## config.mk

```make
export PLATFORM = sky130hd
export DESIGN_NAME = acw_ctrl
export DESIGN_NICKNAME = d
export VERILOG_FILES = /design/src/rtl/acw_pkg.sv /design/src/rtl/acw_store.sv /design/src/rtl/acw_ctrl.sv
export SDC_FILE = /design/constraint.sdc
export NUM_CORES = 1
export LEC_CHECK = 0
export ABC_AREA = 1
export BUFFER_PORTS_ARGS = -buffer_cell sky130_fd_sc_hd__buf_2
export CAP_MARGIN = 20
export CORE_MARGIN = 10
export CORE_UTILIZATION = 45
export CTS_CLUSTER_DIAMETER = 150
export DETAILED_ROUTE_END_ITERATION = 12
export PLACE_DENSITY = 0.83
export SETUP_SLACK_MARGIN = 0.05
export SLEW_MARGIN = 10
export SYNTH_ARGS = -nofsm -noshare
export SYNTH_HDL_FRONTEND = slang
export SYNTH_SLANG_ARGS = --single-unit
```

## constraint.sdc

```tcl
create_clock -name core_clk_i -period 1.7 [get_ports core_clk_i]
set_input_delay 0.17 -clock core_clk_i [delete_from_list [all_inputs] [get_ports core_clk_i]]
set_output_delay 0.17 -clock core_clk_i [all_outputs]
set_load 0.02 [all_outputs]
```

## src/rtl/acw_pkg.sv

```systemverilog
/*
  Constants for the adapter control word block: bit positions, reset
  values and network-select encodings.
  Assumes a 16-bit host access port to the control word.
*/
package acw_pkg;

  localparam int unsigned WORD_W        = 16;
  // Bit positions inside the control word
  localparam int unsigned BIT_TYPE_A    = 0;
  localparam int unsigned BIT_TYPE_B    = 2;
  localparam int unsigned BIT_HOLD_ACK  = 4;
  localparam int unsigned BIT_DIR       = 5;
  localparam int unsigned BIT_REQ_VIEW  = 6;
  localparam int unsigned BIT_PDMA_EN   = 7;
  localparam int unsigned BIT_HOLD_RST  = 8;
  localparam int unsigned BIT_IRQ_EN    = 12;
  localparam int unsigned BIT_PARITY    = 13;
  localparam int unsigned BIT_NSEL_A    = 14;
  localparam int unsigned BIT_NSEL_B    = 15;
  // Writable storage bits outside the special ones
  localparam logic [15:0] PLAIN_MASK    = 16'h0e00;
  // Values after reset
  localparam logic        RST_HOLD      = 1'b1;
  localparam logic        RST_IRQ_EN    = 1'b0;
  localparam logic        RST_PDMA_EN   = 1'b0;
  localparam logic        RST_HOLD_ACK  = 1'b0;
  localparam logic [1:0]  RST_NSEL      = 2'h0;
  localparam logic [2:0]  RST_PLAIN     = 3'h0;
  // Registered read word after reset: only the hold bit reads as set
  localparam logic [15:0] RST_RD_WORD   = 16'(RST_HOLD) << BIT_HOLD_RST;
  // Network-select pair encodings {b,a}
  localparam logic [1:0]  NSEL_LOW_SPD  = 2'h3;
  localparam logic [1:0]  NSEL_HIGH_SPD = 2'h2;

  typedef enum logic [1:0] {ACW_NET_RSVD, ACW_NET_HIGH, ACW_NET_LOW} acw_net_e;

endpackage

```

## src/rtl/acw_store.sv

```systemverilog
/*
  Small holding register for the plain writable bits (9..11) of the
  control word; read data comes from a register.
  Assumes write strobe and data synchronous to core_clk_i.
*/
`timescale 1ns/1ps
module acw_store (
  input  wire logic       core_clk_i,
  input  wire logic       rst_b_i,
  input  wire logic       wr_en_i,
  input  wire logic [2:0] wr_data_i,
  output logic      [2:0] rd_data_o
);

  logic [2:0] mem_d;
  logic [2:0] mem_q;

  always_comb
  begin
    mem_d = wr_en_i ? wr_data_i : mem_q;
  end

  always_ff @(posedge core_clk_i or negedge rst_b_i)
  begin
    if (!rst_b_i)
      mem_q <= acw_pkg::RST_PLAIN;
    else
      mem_q <= mem_d;
  end

  assign rd_data_o = mem_q;

endmodule

```

## src/rtl/acw_ctrl.sv

```systemverilog
/*
  The whole host-visible adapter control word, bits 0 to 15: interrupt gating
  with pseudo-DMA, parity enable, network select and hold reset, plus
  network-type mirrors and the wire-fault output.
  Assumes strap and pin inputs synchronous to core_clk_i and a single
  host write/read port on the same clock.
*/
`timescale 1ns/1ps
module acw_ctrl (
  input  wire logic        core_clk_i,
  input  wire logic        rst_b_i,
  input  wire logic        wr_en_i,
  input  wire logic [15:0] wr_data_i,
  output logic      [15:0] rd_data_o,
  input  wire logic        sys_irq_i,
  input  wire logic        pdma_req_i,
  input  wire logic        pdma_dir_i,
  input  wire logic        net_type_pin_a_i,
  input  wire logic        net_type_pin_b_i,
  input  wire logic        parity_default_strap_i,
  input  wire logic        fault_a_i,
  input  wire logic        fault_b_i,
  input  wire logic        clock_fail_i,
  output logic             host_irq_out_o,
  output logic             pdma_active_o,
  output logic             parity_check_enable_o,
  output logic             net_select_out_a_o,
  output logic             net_select_out_b_o,
  output logic             low_speed_mode_o,
  output logic             core_reset_o,
  output logic             wire_fault_n_o
);

  function automatic acw_pkg::acw_net_e decode_net(input logic [1:0] sel);
    acw_pkg::acw_net_e n;
    n = acw_pkg::ACW_NET_RSVD;
    if (sel == acw_pkg::NSEL_LOW_SPD)
      n = acw_pkg::ACW_NET_LOW;
    else if (sel == acw_pkg::NSEL_HIGH_SPD)
      n = acw_pkg::ACW_NET_HIGH;
    return n;
  endfunction

  logic       hold_d,    hold_q;
  logic       irq_en_d,  irq_en_q;
  logic       pdma_en_d, pdma_en_q;
  logic       ack_d,     ack_q;
  logic       par_d,     par_q;
  logic       par_init_q;
  logic [1:0] nsel_d,    nsel_q;
  logic       irq_d,     irq_q;
  logic       act_d,     act_q;
  logic       low_d,     low_q;
  logic       wire_fault_n_d,    wire_fault_n_q;
  logic [2:0] plain_rd;
  logic [15:0] rd_d;
  logic [15:0] rd_q;

  acw_store u_store (
    .core_clk_i (core_clk_i),
    .rst_b_i    (rst_b_i),
    .wr_en_i    (wr_en_i),
    .wr_data_i  (wr_data_i[11:9]),
    .rd_data_o  (plain_rd)
  );

  // Control word state
  always_comb
  begin
    // A clock failure forces the hold bit and wins over a write clearing it
    hold_d    = hold_q | clock_fail_i;
    irq_en_d  = irq_en_q;
    pdma_en_d = pdma_en_q;
    ack_d     = ack_q;
    par_d     = par_q;
    if (wr_en_i)
    begin
      hold_d    = wr_data_i[acw_pkg::BIT_HOLD_RST] | clock_fail_i;
      irq_en_d  = wr_data_i[acw_pkg::BIT_IRQ_EN];
      pdma_en_d = wr_data_i[acw_pkg::BIT_PDMA_EN];
      ack_d     = wr_data_i[acw_pkg::BIT_HOLD_ACK] & wr_data_i[acw_pkg::BIT_PDMA_EN];
      par_d     = wr_data_i[acw_pkg::BIT_PARITY];
    end
    // Parity default follows strap once after reset release; a write landing on
    // that very edge loses, since the strap sets the power-on choice
    if (!par_init_q)
      par_d = parity_default_strap_i;
  end

  always_ff @(posedge core_clk_i or negedge rst_b_i)
  begin
    if (!rst_b_i)
    begin
      hold_q     <= acw_pkg::RST_HOLD;
      irq_en_q   <= acw_pkg::RST_IRQ_EN;
      pdma_en_q  <= acw_pkg::RST_PDMA_EN;
      ack_q      <= acw_pkg::RST_HOLD_ACK;
      par_q      <= 1'b0;
      par_init_q <= 1'b0;
    end
    else
    begin
      hold_q     <= hold_d;
      irq_en_q   <= irq_en_d;
      pdma_en_q  <= pdma_en_d;
      ack_q      <= ack_d;
      par_q      <= par_d;
      par_init_q <= 1'b1;
    end
  end

  // Select pair: only a write made while the core is held may change it, so
  // the ring side never sees its speed move under a running core
  always_comb
  begin
    nsel_d = nsel_q;
    if (wr_en_i && hold_q)
    begin
      nsel_d = {wr_data_i[acw_pkg::BIT_NSEL_B], wr_data_i[acw_pkg::BIT_NSEL_A]};
    end
  end

  always_ff @(posedge core_clk_i or negedge rst_b_i)
  begin
    if (!rst_b_i)
      nsel_q <= acw_pkg::RST_NSEL;
    else
      nsel_q <= nsel_d;
  end

  // Output stage; one cycle behind the control word and inputs
  always_comb
  begin
    act_d  = pdma_en_q & pdma_req_i & ack_q;
    irq_d  = (pdma_en_q & pdma_req_i & ~ack_q)
           | (irq_en_q & sys_irq_i);
    low_d  = (decode_net(nsel_q) == acw_pkg::ACW_NET_LOW);
  end

  always_ff @(posedge core_clk_i or negedge rst_b_i)
  begin
    if (!rst_b_i)
    begin
      irq_q  <= 1'b0;
      act_q  <= 1'b0;
      low_q  <= 1'b0;
    end
    else
    begin
      irq_q  <= irq_d;
      act_q  <= act_d;
      low_q  <= low_d;
    end
  end

  // Wire fault is active low; a fault on either phantom line alone flags it,
  // and the pin idles high through reset so no false fault is reported
  always_comb
  begin
    wire_fault_n_d = ~(fault_a_i | fault_b_i);
  end

  always_ff @(posedge core_clk_i or negedge rst_b_i)
  begin
    if (!rst_b_i)
      wire_fault_n_q <= 1'h1;
    else
      wire_fault_n_q <= wire_fault_n_d;
  end

  always_comb
  begin
    rd_d                             = 16'h0000;
    rd_d[acw_pkg::BIT_TYPE_A]        = net_type_pin_a_i;
    rd_d[acw_pkg::BIT_TYPE_B]        = net_type_pin_b_i;
    rd_d[acw_pkg::BIT_HOLD_ACK]      = ack_q;
    rd_d[acw_pkg::BIT_DIR]           = pdma_dir_i;
    rd_d[acw_pkg::BIT_REQ_VIEW]      = pdma_req_i;
    rd_d[acw_pkg::BIT_PDMA_EN]       = pdma_en_q;
    rd_d[acw_pkg::BIT_HOLD_RST]      = hold_q;
    rd_d[11:9]                       = plain_rd;
    rd_d[acw_pkg::BIT_IRQ_EN]        = irq_en_q;
    rd_d[acw_pkg::BIT_PARITY]        = par_q;
    rd_d[acw_pkg::BIT_NSEL_A]        = nsel_q[0];
    rd_d[acw_pkg::BIT_NSEL_B]        = nsel_q[1];
  end

  // Read word is registered: the host sees a change one edge late, traded
  // for a port with no combinational path from the live pins
  always_ff @(posedge core_clk_i or negedge rst_b_i)
  begin
    if (!rst_b_i)
      rd_q <= acw_pkg::RST_RD_WORD;
    else
      rd_q <= rd_d;
  end

  // Select pins come straight from the store; frozen outside hold reset
  assign net_select_out_a_o    = nsel_q[0];
  assign net_select_out_b_o    = nsel_q[1];
  assign core_reset_o          = hold_q;
  assign parity_check_enable_o = par_q;
  assign host_irq_out_o        = irq_q;
  assign pdma_active_o         = act_q;
  assign low_speed_mode_o      = low_q;
  assign wire_fault_n_o        = wire_fault_n_q;
  assign rd_data_o             = rd_q;

endmodule

```

# Word-level counts from Yosys, hierarchy flattened
# Index checks and enable logic that the tools add are counted.
# totals
out_inout_bits	24
rom_bits	0
ramBits	0
latchBits	0
mem_count	0
ff_bits	29
wordCells	34
# op_classes
n_reduce_logical	1
eq_ne	4
shift	0
bitwise	11
n_mul	0
div	0
mux	5
add_sub_neg	0
order_cmp	0
# op_table
op	n
2-bit == test (second input constant)	3
1-bit bitwise AND	5
1-bit 2-to-1 mux	4
1-bit OR	4
2-bit 2-to-1 mux	1
2-bit inequality test (second input constant)	1
1-bit NOT	2
1-bit logical AND	1

# Longest topological paths before layout
# Gate-level depths: netlist of run 1.
# depth
word_depth	4
mapped_depth	4
mapped_depth_nobuf	4

# Modules after synthesis
# A second synthesis of run 1 with hierarchy kept.
# unflattened
hier_cells	79
hier_area_um2	950.9
# modules_own_cells
module	n_inst	cells_per_inst	area_per_inst_um2
acw_ctrl	1	66	838.3
acw_store	1	13	112.6

# Worst setup path after synthesis of run 1
# OpenSTA, ideal clock, no wires.
# synth_timing
path_kind	register to register
start	reg hold_q, in the netlist core_reset_o
end	reg nsel_q[1]
t_required_ns	1.583
slack_ns	0.802
period_less_slack_ns	0.898
stages_incl_launch_ff	4
arrival_time_ns	0.780
path_cell_list	dfstp_2 nand2_1 nand2_1 nand2_1
# synth_between
elab_chain_cells	1
# synth_rtl
element	line	text
start, declared	acw_ctrl.sv:44	logic hold_d, hold_q;
start signal, assigned	acw_ctrl.sv:94	hold_q <= acw_pkg::RST_HOLD;
start signal, assigned	acw_ctrl.sv:103	hold_q <= hold_d;
1-bit logical AND	acw_ctrl.sv:117	if (wr_en_i && hold_q)
end signal, assigned	acw_ctrl.sv:126	nsel_q <= acw_pkg::RST_NSEL;
end signal, assigned	acw_ctrl.sv:128	nsel_q <= nsel_d;
end, declared	acw_ctrl.sv:50	logic [1:0] nsel_d, nsel_q;
# Every way passes these cells.
# A chain may end at the register's enable or synchronous reset.

# Final worst setup path of run 1
# layout_timing
start	reg hold_q, in the netlist core_reset_o
end	out core_reset_o
# layout_rtl
element	line	text
end, declared	acw_ctrl.sv:30	output logic core_reset_o,
# No word-level cell between the ends.

==> results of run 1 <==
-- worst min-delay path, cell delays in order --
cell and delay [ns]:
buf_2 0.07, a21oi_1 0.03, nand2_1 0.05
-- synthesized netlist by cell type, drive strengths merged --
cell type  count  area (um2)
buf            3        22.5
dfstp          3        78.8
o21ai          2        10.0
dfrtp         26         651
nor2           2        7.51
conb           2        7.51
nand3          4        20.0
a21oi          1        5.00
nand2         29         109
inv            6        22.5
-- state kept, by name, summed over array words and instances, names as in the netlist --
signal / flops
wire_fault_n_o: 1
nsel_q: 2
low_speed_mode_o: 1
pdma_active_o: 1
core_reset_o: 1
ack_q: 1
par_init_q: 1
host_irq_out_o: 1
pdma_en_q: 1
irq_en_q: 1
u_store.rd_data_o: 3
rd_data_o: 14
parity_check_enable_o: 1
-- power groups by stage --
stage / clock (mW) / combinational [mW] / sequential, mW
floorplan: 0 / 0.0419 / 0.845
global placement: 0 / 0.185 / 0.786
detailed placement: 0 / 0.191 / 0.790
CTS: 0.398 / 0.204 / 0.777
global route: 0.437 / 0.222 / 0.784
finish: 0.387 / 0.201 / 0.776
-- area by class of cell --
class,count,area [um2]
flip-flops and latches,29,729
well taps,27,33.8
inverters,6,22.5
multi-input cells,41,163
fillers,152,677
repair buffers,50,285
clock buffers,6,41.3
clock inverters,2,10.0
-- cells by family (layout without fill, tap and decap cells) --
logic type / count (synthesis) / in the layout / share of synthesized area
AO/OA/AOI/OAI: 3 / 3 / 0.0161
buffers and inverters: 9 / 64 / 0.0483
other: 2 / 3 / 0.00805
flip-flops: 29 / 29 / 0.782
AND/OR/NAND/NOR: 35 / 35 / 0.146
-- routing by layer --
metal / share of wire / vias up
li1: - / 343
met1: 0.36 / 313
met2: 0.48 / 41
met3: 0.097 / 12
met4: 0.057 / 0
met5: 0 / -
-- how the worst min path moves through the flow --
stage	slack [ns]	endpoint	cells after the start
after floorplan	-0.13	ack_q	0
after global placement	0.20	pdma_active_o	1
after detailed placement	0.21	pdma_active_o	1
after CTS	0.01	core_reset_o	3
after global routing	0.01	core_reset_o	3
final	0.02	core_reset_o	3
-- placed cells by master, fill, tap and decap left out, drive strengths merged --
cell type,netlist,final
buf,3,43
conb,2,3
clkbuf,0,6
a21oi,1,1
dlygate4sd3,0,7
dfstp,3,3
nand2,29,29
inv,6,6
nand3,4,4
clkinv,0,2
dfrtp,26,26
nor2,2,2
o21ai,2,2
==> impl_metrics.ini, run 1 <==
[placement]
dp_cells = 146
portBuffers = 43
gp_congestion = 0.767
place_ws_ns = 0.797
postPlaceCellArea_um2 = 1160
dp_hpwl_um = 1710

[cells_and_area]
drive_gt1_frac = 0.396
finalInstanceArea_um2 = 1280
diodes = 0
nNetsFinal = 161
fin_cells = 161
post-route-util = 0.655
area_growth_pct = 37.7

[setup_path]
crit_end = core_reset_o
arrival_ns = 1.09
critPathRequiredTime_ns = 1.53
end_kind = output port
cp_cell_sequence = buf_2
crit_path_max_incr_delay_ns = 0.58
rr_startpoint = core_reset_o
r2r-end = nsel_q[1]
worst-path-max-fanout = 6
crit_start = core_reset_o
r2r_cells = 3
path_buf_inv = 1
critPathKind = reg2out
cp_top_family = flip-flops
cp.depth = 1
cpMaxStageDelayCell = dfstp_2
startpoint_type = flop
rrSetupSlack_ns = 0.81

[power_and_ir_drop]
power_density_nw_per_um2 = 1060
p_comb_frac = 0.147
seqPwrFrac = 0.569
power_frac_clock = 0.284
leakage_nw = 0.727
p_sw_mw = 0.386
sw_frac_of_total = 0.283
ir_drop_uv = 574
total_power_mw = 1.36
p_int_mw = 0.978

[route]
vias = 709
via_per_inst = 4.40
antenna_left = 0
dr.pass1.iters = 4
drcViolationCount = 0
drt-total-wl_um = 2280
drtIter0Drc = 11
post_drt_wl_per_cell_um = 14.2

[global_routing]
grt_pass1_wl_um = 3770
track_usage = 0.117
antenna_found_initial = 0
grt_overflow = 0
grtUsageMet2 = 0.188
met1_usage = 0.109
grt_use_met3 = 0.0559
gr-max-usage-layer = met2
grt_start_max_net_pins = 30
grt_pass1_vias = 781

[synth]
ys_seq_area_frac = 0.782
syn_inst = 78
ys_ff_latch = 29
yosysWarningCount = 0
synthesis.area_um2 = 933
synth.distinct_cells = 10
avgSynthCellArea_um2 = 12.0

[flow_run]
cap_violations = 0

[floorplanning]
std_cell_rows = 16
die_x_um = 65.5
die-area_um2 = 4300
start_util = 0.476
ioPinCount = 52
die_h_um = 65.5
coreArea_um2 = 1960

[clock_tree]
path_clk_slew_ns = 0.09
h-tree-depth = 2
post_cts_resized = 0
clk_path_buf_depth = 2
worstSkewPairLatency_ns = 0.33
cts.sinks = 29
hold_buffers = 7
numCtsBuffers = 5
tritoncts = done
clockRootBuffer = clkbuf_4
cts_setup_buffers = 0

[timing]
slew_viol_final = 0
fmax_mhz = 796
timing.final.ws_setup_ns = 0.443
clock-skew-final_ns = 0.00873
timing.final.crit_share = 0.739
finalCriticalPeriod_ns = 1.26
hold_slack_ns = 0.0244
slew_headroom = 0.605
tns_ns = 0
setup_violations = 0
rsz0062_at_grt = no
worst_pin_slew_ns = 0.592
hold_violations = 0

[run_status]
outcome = finished clean

[min_path]
min_from = clock_fail_i
hp-class = in2reg
Note: power is estimated with default switching activity, not from simulation.
==> inputs of run 2 (changes only) <==
ABC_AREA = 0   (was 1)
CORE_UTILIZATION = 42   (was 45)
PLACE_DENSITY = 0.78   (was 0.83)
clock period = 1.2 ns   (was 1.7 ns; I/O delays follow)
==> impl_metrics.ini, run 2 <==
[run_status]
outcome = finished clean

[synth]
yosysWarningCount = 0
synthesis.area_um2 = 938
yosys.cell_count.top_type = dfrtp_1
synth-async-reset-ratio = 1.00
yosys-top-cells-area = dfrtp_1, dfstp_2, mux2_2
syn_inst = 56
ys_seq_area_frac = 0.777
avgSynthCellArea_um2 = 16.8
synth_top_area_cell = dfrtp_1
synth.distinct_cells = 18
netlist_top_cells_count = dfrtp_1, mux2_2, dfstp_2, nor2_1
netlist.area_leader.share = 0.693
ys_ff_latch = 29
synth_ff_type = dfrtp_1
synth_edf_count = 0

[cells_and_area]
largest_reg_flops = 14
final-seq-area_um2 = 729
drive_gt1_frac = 0.548
final_cell_mix = buf_2, dfrtp_1, dlygate4sd3_1
diodes = 0
area_growth_pct = 42.1
final_common_cell = buf_2
fillers = 184
multiInputGateArea_um2 = 183
post-route-util = 0.615
nNetsFinal = 142

[setup_path]
end_kind = output port
crit_path_max_incr_delay_ns = 0.59
path_buf_inv = 1
cpMaxStageDelayCell = dfstp_2
startpoint_type = flop
cp_cell_sequence = buf_6
critPathRequiredTime_ns = 1.08
worst-path-max-fanout = 4
arrival_ns = 1.04
critPathKind = reg2out
cp_top_family = flip-flops

[route]
drtIter0Drc = 13
drt-total-wl_um = 2070
vias = 622
drcViolationCount = 0
dr.pass1.iters = 2
via_per_inst = 4.35
post_drt_wl_per_cell_um = 14.5
antenna_left = 0

[global_routing]
grt_pass1_wl_um = 3220
grt_pass1_vias = 671
grt_start_max_net_pins = 30
grt_overflow = 0
antenna_found_initial = 0
track_usage = 0.0974

[placement]
gp_congestion = 0.719
place_ws_ns = 0.143
dp_hpwl_um = 1480
portBuffers = 43

[clock_tree]
clockRootBuffer = clkbuf_4
clk_path_buf_depth = 2
path_clk_slew_ns = 0.08
tritoncts = done
numCtsBuffers = 5
cts.sinks = 29
h-tree-depth = 2
worstSkewPairLatency_ns = 0.31

[timing]
worst_pin_slew_ns = 0.604
hold_slack_ns = 0.0216
setup_violations = 0
slew_viol_final = 0
hold_violations = 0
clock-skew-final_ns = 0.00989
finalCriticalPeriod_ns = 1.16
rsz0062_at_grt = yes
timing.final.ws_setup_ns = 0.0438
tns_ns = 0
timing.final.crit_share = 0.963
fmax_mhz = 865
slew_headroom = 0.598

[min_path]
hp-class = in2reg

[floorplanning]
ioPinCount = 52
die_h_um = 67.3
std_cell_rows = 17
start_util = 0.433
coreArea_um2 = 2170
die_x_um = 67.3
die-area_um2 = 4530

[power_and_ir_drop]
power_density_nw_per_um2 = 1500
ir_drop_uv = 947
leakage_nw = 0.679

[flow_run]
cap_violations = 0
run 2: cell count changes after synthesis, moves of 2 or more:
cell and change:
nand3_1 -3, inv_1 -5, mux2_2 +5, mux2_4 +2, nand2_1 -27
run 2: logic make-up after synthesis:
logic type	after synthesis	share of synthesized area
flops	29	0.777
simple gates	9	0.0533
mux	8	0.103
compound gates	4	0.0267
buf+inv	4	0.0320
other cells	2	0.00800
run 2: path summary, 6_finish.rpt:
path | startpoint | to | depth (start not counted) | slack [ns]
min in group asynchronous | rst_b_i | nsel_q[0] | 2 | 0.35
hold / removal | sys_irq_i | host_irq_out_o | 3 | 0.02
hold reg to reg | u_store.rd_data_o[2] | rd_data_o[11] | 0 | 0.38
setup reg to reg | core_reset_o | nsel_q[1] | 2 | 0.13
setup / recovery | core_reset_o | core_reset_o | 1 | 0.04
max in group asynchronous | rst_b_i | rd_data_o[12] | 2 | 0.44
run 2: layout make-up:
type,instances,area share
tap,28,0.0263
inverter,1,0.00281
sequential,29,0.547
clock buffer,8,0.0441
multi-input combinational,24,0.137
timing repair buffer,53,0.243
run 2: what timing repair did:
action | CTS | global route
gates resized for setup | 2 | 2
hold buffers | 8 | 1
endpoints found under the setup margin | 1 | 3
hold endpoints to repair | 32 | 1
buffers inserted | 1 | 0
run 2: per-layer routing:
metal,global-route usage,vias to the layer above,wire [um]
met4,0.0385,0,10
li1,-,294,-
met5,0,-,0
met2,0.161,35,1070
met3,0.0826,2,359
met1,0.0843,291,623
run 2: where the power goes:
part           internal [mW]  switching (mW)
logic                  0.140           0.181
registers               1.07          0.0391
clock network          0.289           0.285
total                   1.50           0.505
run 2: stage by stage:
step                std cells  power (mW)  area (um2)
finish                    143        2.00        1330
global route              143        2.14        1330
CTS                       142        2.04        1320
detailed placement        125        1.42        1170
global placement          125        1.41        1170
floorplan                  57        1.29         942
==> inputs of run 3 (changes only) <==
BUFFER_PORTS_ARGS = default   (was -buffer_cell sky130_fd_sc_hd__buf_2)
CORE_UTILIZATION = 50   (was 42)
DONT_BUFFER_PORTS = 1   (was default)
PLACE_DENSITY = 0.67   (was 0.78)
==> impl_metrics.ini, run 3 (synthesis results as in run 2) <==
[timing]
slew_viol_final = 0
rsz0062_at_grt = no
hold_violations = 0
clock-skew-final_ns = 0.0120
finalCriticalPeriod_ns = 1.11
timing.final.crit_share = 0.928
setup_violations = 0
tns_ns = 0
fmax_mhz = 898

[route]
antenna_left = 0
drtIter0Drc = 16
vias = 516
post_drt_wl_per_cell_um = 18.0
dr.pass1.iters = 4
via_per_inst = 4.69
drt-total-wl_um = 1980
drcViolationCount = 0

[cells_and_area]
fillers = 122
final_cell_mix = dfrtp_1, dlygate4sd3_1, mux2_2, clkbuf_4
diodes = 0
area_growth_pct = 31.6
finalInstanceArea_um2 = 1230
fin_cells = 110
drive_gt1_frac = 0.247
largest_reg_flops = 14
final_common_cell = dfrtp_1
nNetsFinal = 112

[clock_tree]
cts.sinks = 29
worstSkewPairLatency_ns = 0.31
path_clk_slew_ns = 0.09
clk_path_buf_depth = 2
numCtsBuffers = 5
clockRootBuffer = clkbuf_4
h-tree-depth = 2
tritoncts = done

[setup_path]
startpoint_type = flop
worst-path-max-fanout = 2
r2r_cells = 3
rrSetupSlack_ns = 0.09
path_buf_inv = 1
arrival_ns = 1.30
crit_path_max_incr_delay_ns = 0.55
cp_cell_sequence = buf_4, nand2_4, mux2_4
cp_top_family = flip-flops
critPathRequiredTime_ns = 1.39
rr_startpoint = core_reset_o
end_kind = flop
cpMaxStageDelayCell = dfstp_2
r2r-end = nsel_q[0]
critPathKind = reg2reg

[floorplanning]
die_x_um = 63.3
die_h_um = 63.3
coreArea_um2 = 1750
ioPinCount = 52
start_util = 0.538
die-area_um2 = 4010
std_cell_rows = 15

[global_routing]
grt_start_max_net_pins = 30
grt_pass1_vias = 608
track_usage = 0.104
grt_pass1_wl_um = 3130
grt_overflow = 0
antenna_found_initial = 0

[placement]
portBuffers = 0
postPlaceCellArea_um2 = 955
dp_cells = 80
dp_hpwl_um = 1270
gp_congestion = 0.640

[min_path]
min_from = wr_data_i[13]
hold_end = parity_check_enable_o
hold_depth = 2
hp-class = in2reg

[power_and_ir_drop]
p_comb_frac = 0.086
power_density_nw_per_um2 = 1540
ir_drop_uv = 983
power_frac_clock = 0.276
leakage_nw = 0.559
p_int_mw = 1.40
seqPwrFrac = 0.637
sw_frac_of_total = 0.259
p_sw_mw = 0.492

[flow_run]
cap_violations = 0

[run_status]
outcome = finished clean
==> run 3: cell count changes in the layout (fill, tap and decap cells not counted) <==
cell,delta
buf_2,-40
dlygate4sd3_1,+11
buf_4,-2
buf_12,+1
clkbuf_1,+1
clkbuf_8,-1
==> run 3: layer usage <==
metal | wire, um | track usage | up-vias
li1 | - | - | 232
met1 | 725 | 0.0987 | 247
met2 | 980 | 0.161 | 32
met3 | 235 | 0.0742 | 5
met4 | 34 | 0.0574 | 0
met5 | 0 | 0 | -
==> run 3: worst register-to-register path, cell delays in order, from the launching register on <==
cell and delay, ns:
dfstp_2 0.55, buf_4 0.11, nand2_4 0.05, mux2_4 0.28
==> run 3: what timing repair did <==
| action | in CTS | in global routing |
|---|---|---|
| cloned | 0 | 0 |
| hold endpoints to repair | 46 | 0 |
| hold buffers | 21 | 0 |
| setup endpoints to repair | 1 | 1 |
| setup buffers | 0 | 1 |
| gates resized for setup | 1 | 0 |
==> run 3: power by group through the flow <==
stage | combinational, mW | clock [mW] | sequential [mW]
2_1_floorplan | 0.0757 | 0 | 1.21
5_1_grt | 0.181 | 0.602 | 1.22
6_report | 0.164 | 0.524 | 1.21
3_3_place_gp | 0.0732 | 0 | 1.23
3_5_place_dp | 0.0754 | 0 | 1.23
4_1_cts | 0.161 | 0.543 | 1.21
==> run 3: worst max path at each step <==
stage	from	end	depth (start not counted)	slack, ns
2_1_floorplan	core_reset_o	nsel_q[0]	2	0.12
3_3_place_gp	core_reset_o	core_reset_o	3	0.16
3_5_place_dp	core_reset_o	core_reset_o	3	0.15
4_1_cts	core_reset_o	core_reset_o	1	0.06
5_1_grt	core_reset_o	core_reset_o	1	0.06
6_report	core_reset_o	nsel_q[0]	3	0.09
==> run 3: final cells by class <==
| type | instances | area (um2) | share of cell area |
|---|---|---|---|
| clock buffers | 8 | 48.8 | 0.0395 |
| inverters | 1 | 3.75 | 0.00304 |
| multi-input cells | 24 | 183 | 0.148 |
| flip-flops and latches | 29 | 729 | 0.591 |
| well taps | 25 | 31.3 | 0.0253 |
| repair buffers | 23 | 239 | 0.194 |
==> run 3: through the flow <==
| stage | hold WS (ns) | utilization | power (mW) | worst slack [ns] |
|---|---|---|---|---|
| 2_1_floorplan | -0.176 | - | 1.29 | 0.117 |
| 3_3_place_gp | -0.175 | 0.547 | 1.30 | 0.165 |
| 3_5_place_dp | -0.175 | 0.547 | 1.31 | 0.151 |
| 4_1_cts | 0.0148 | 0.703 | 1.92 | 0.0614 |
| 5_1_grt | 0.0141 | 0.708 | 2.01 | 0.0568 |
| 6_report | 0.0202 | 0.708 | 1.90 | 0.0859 |
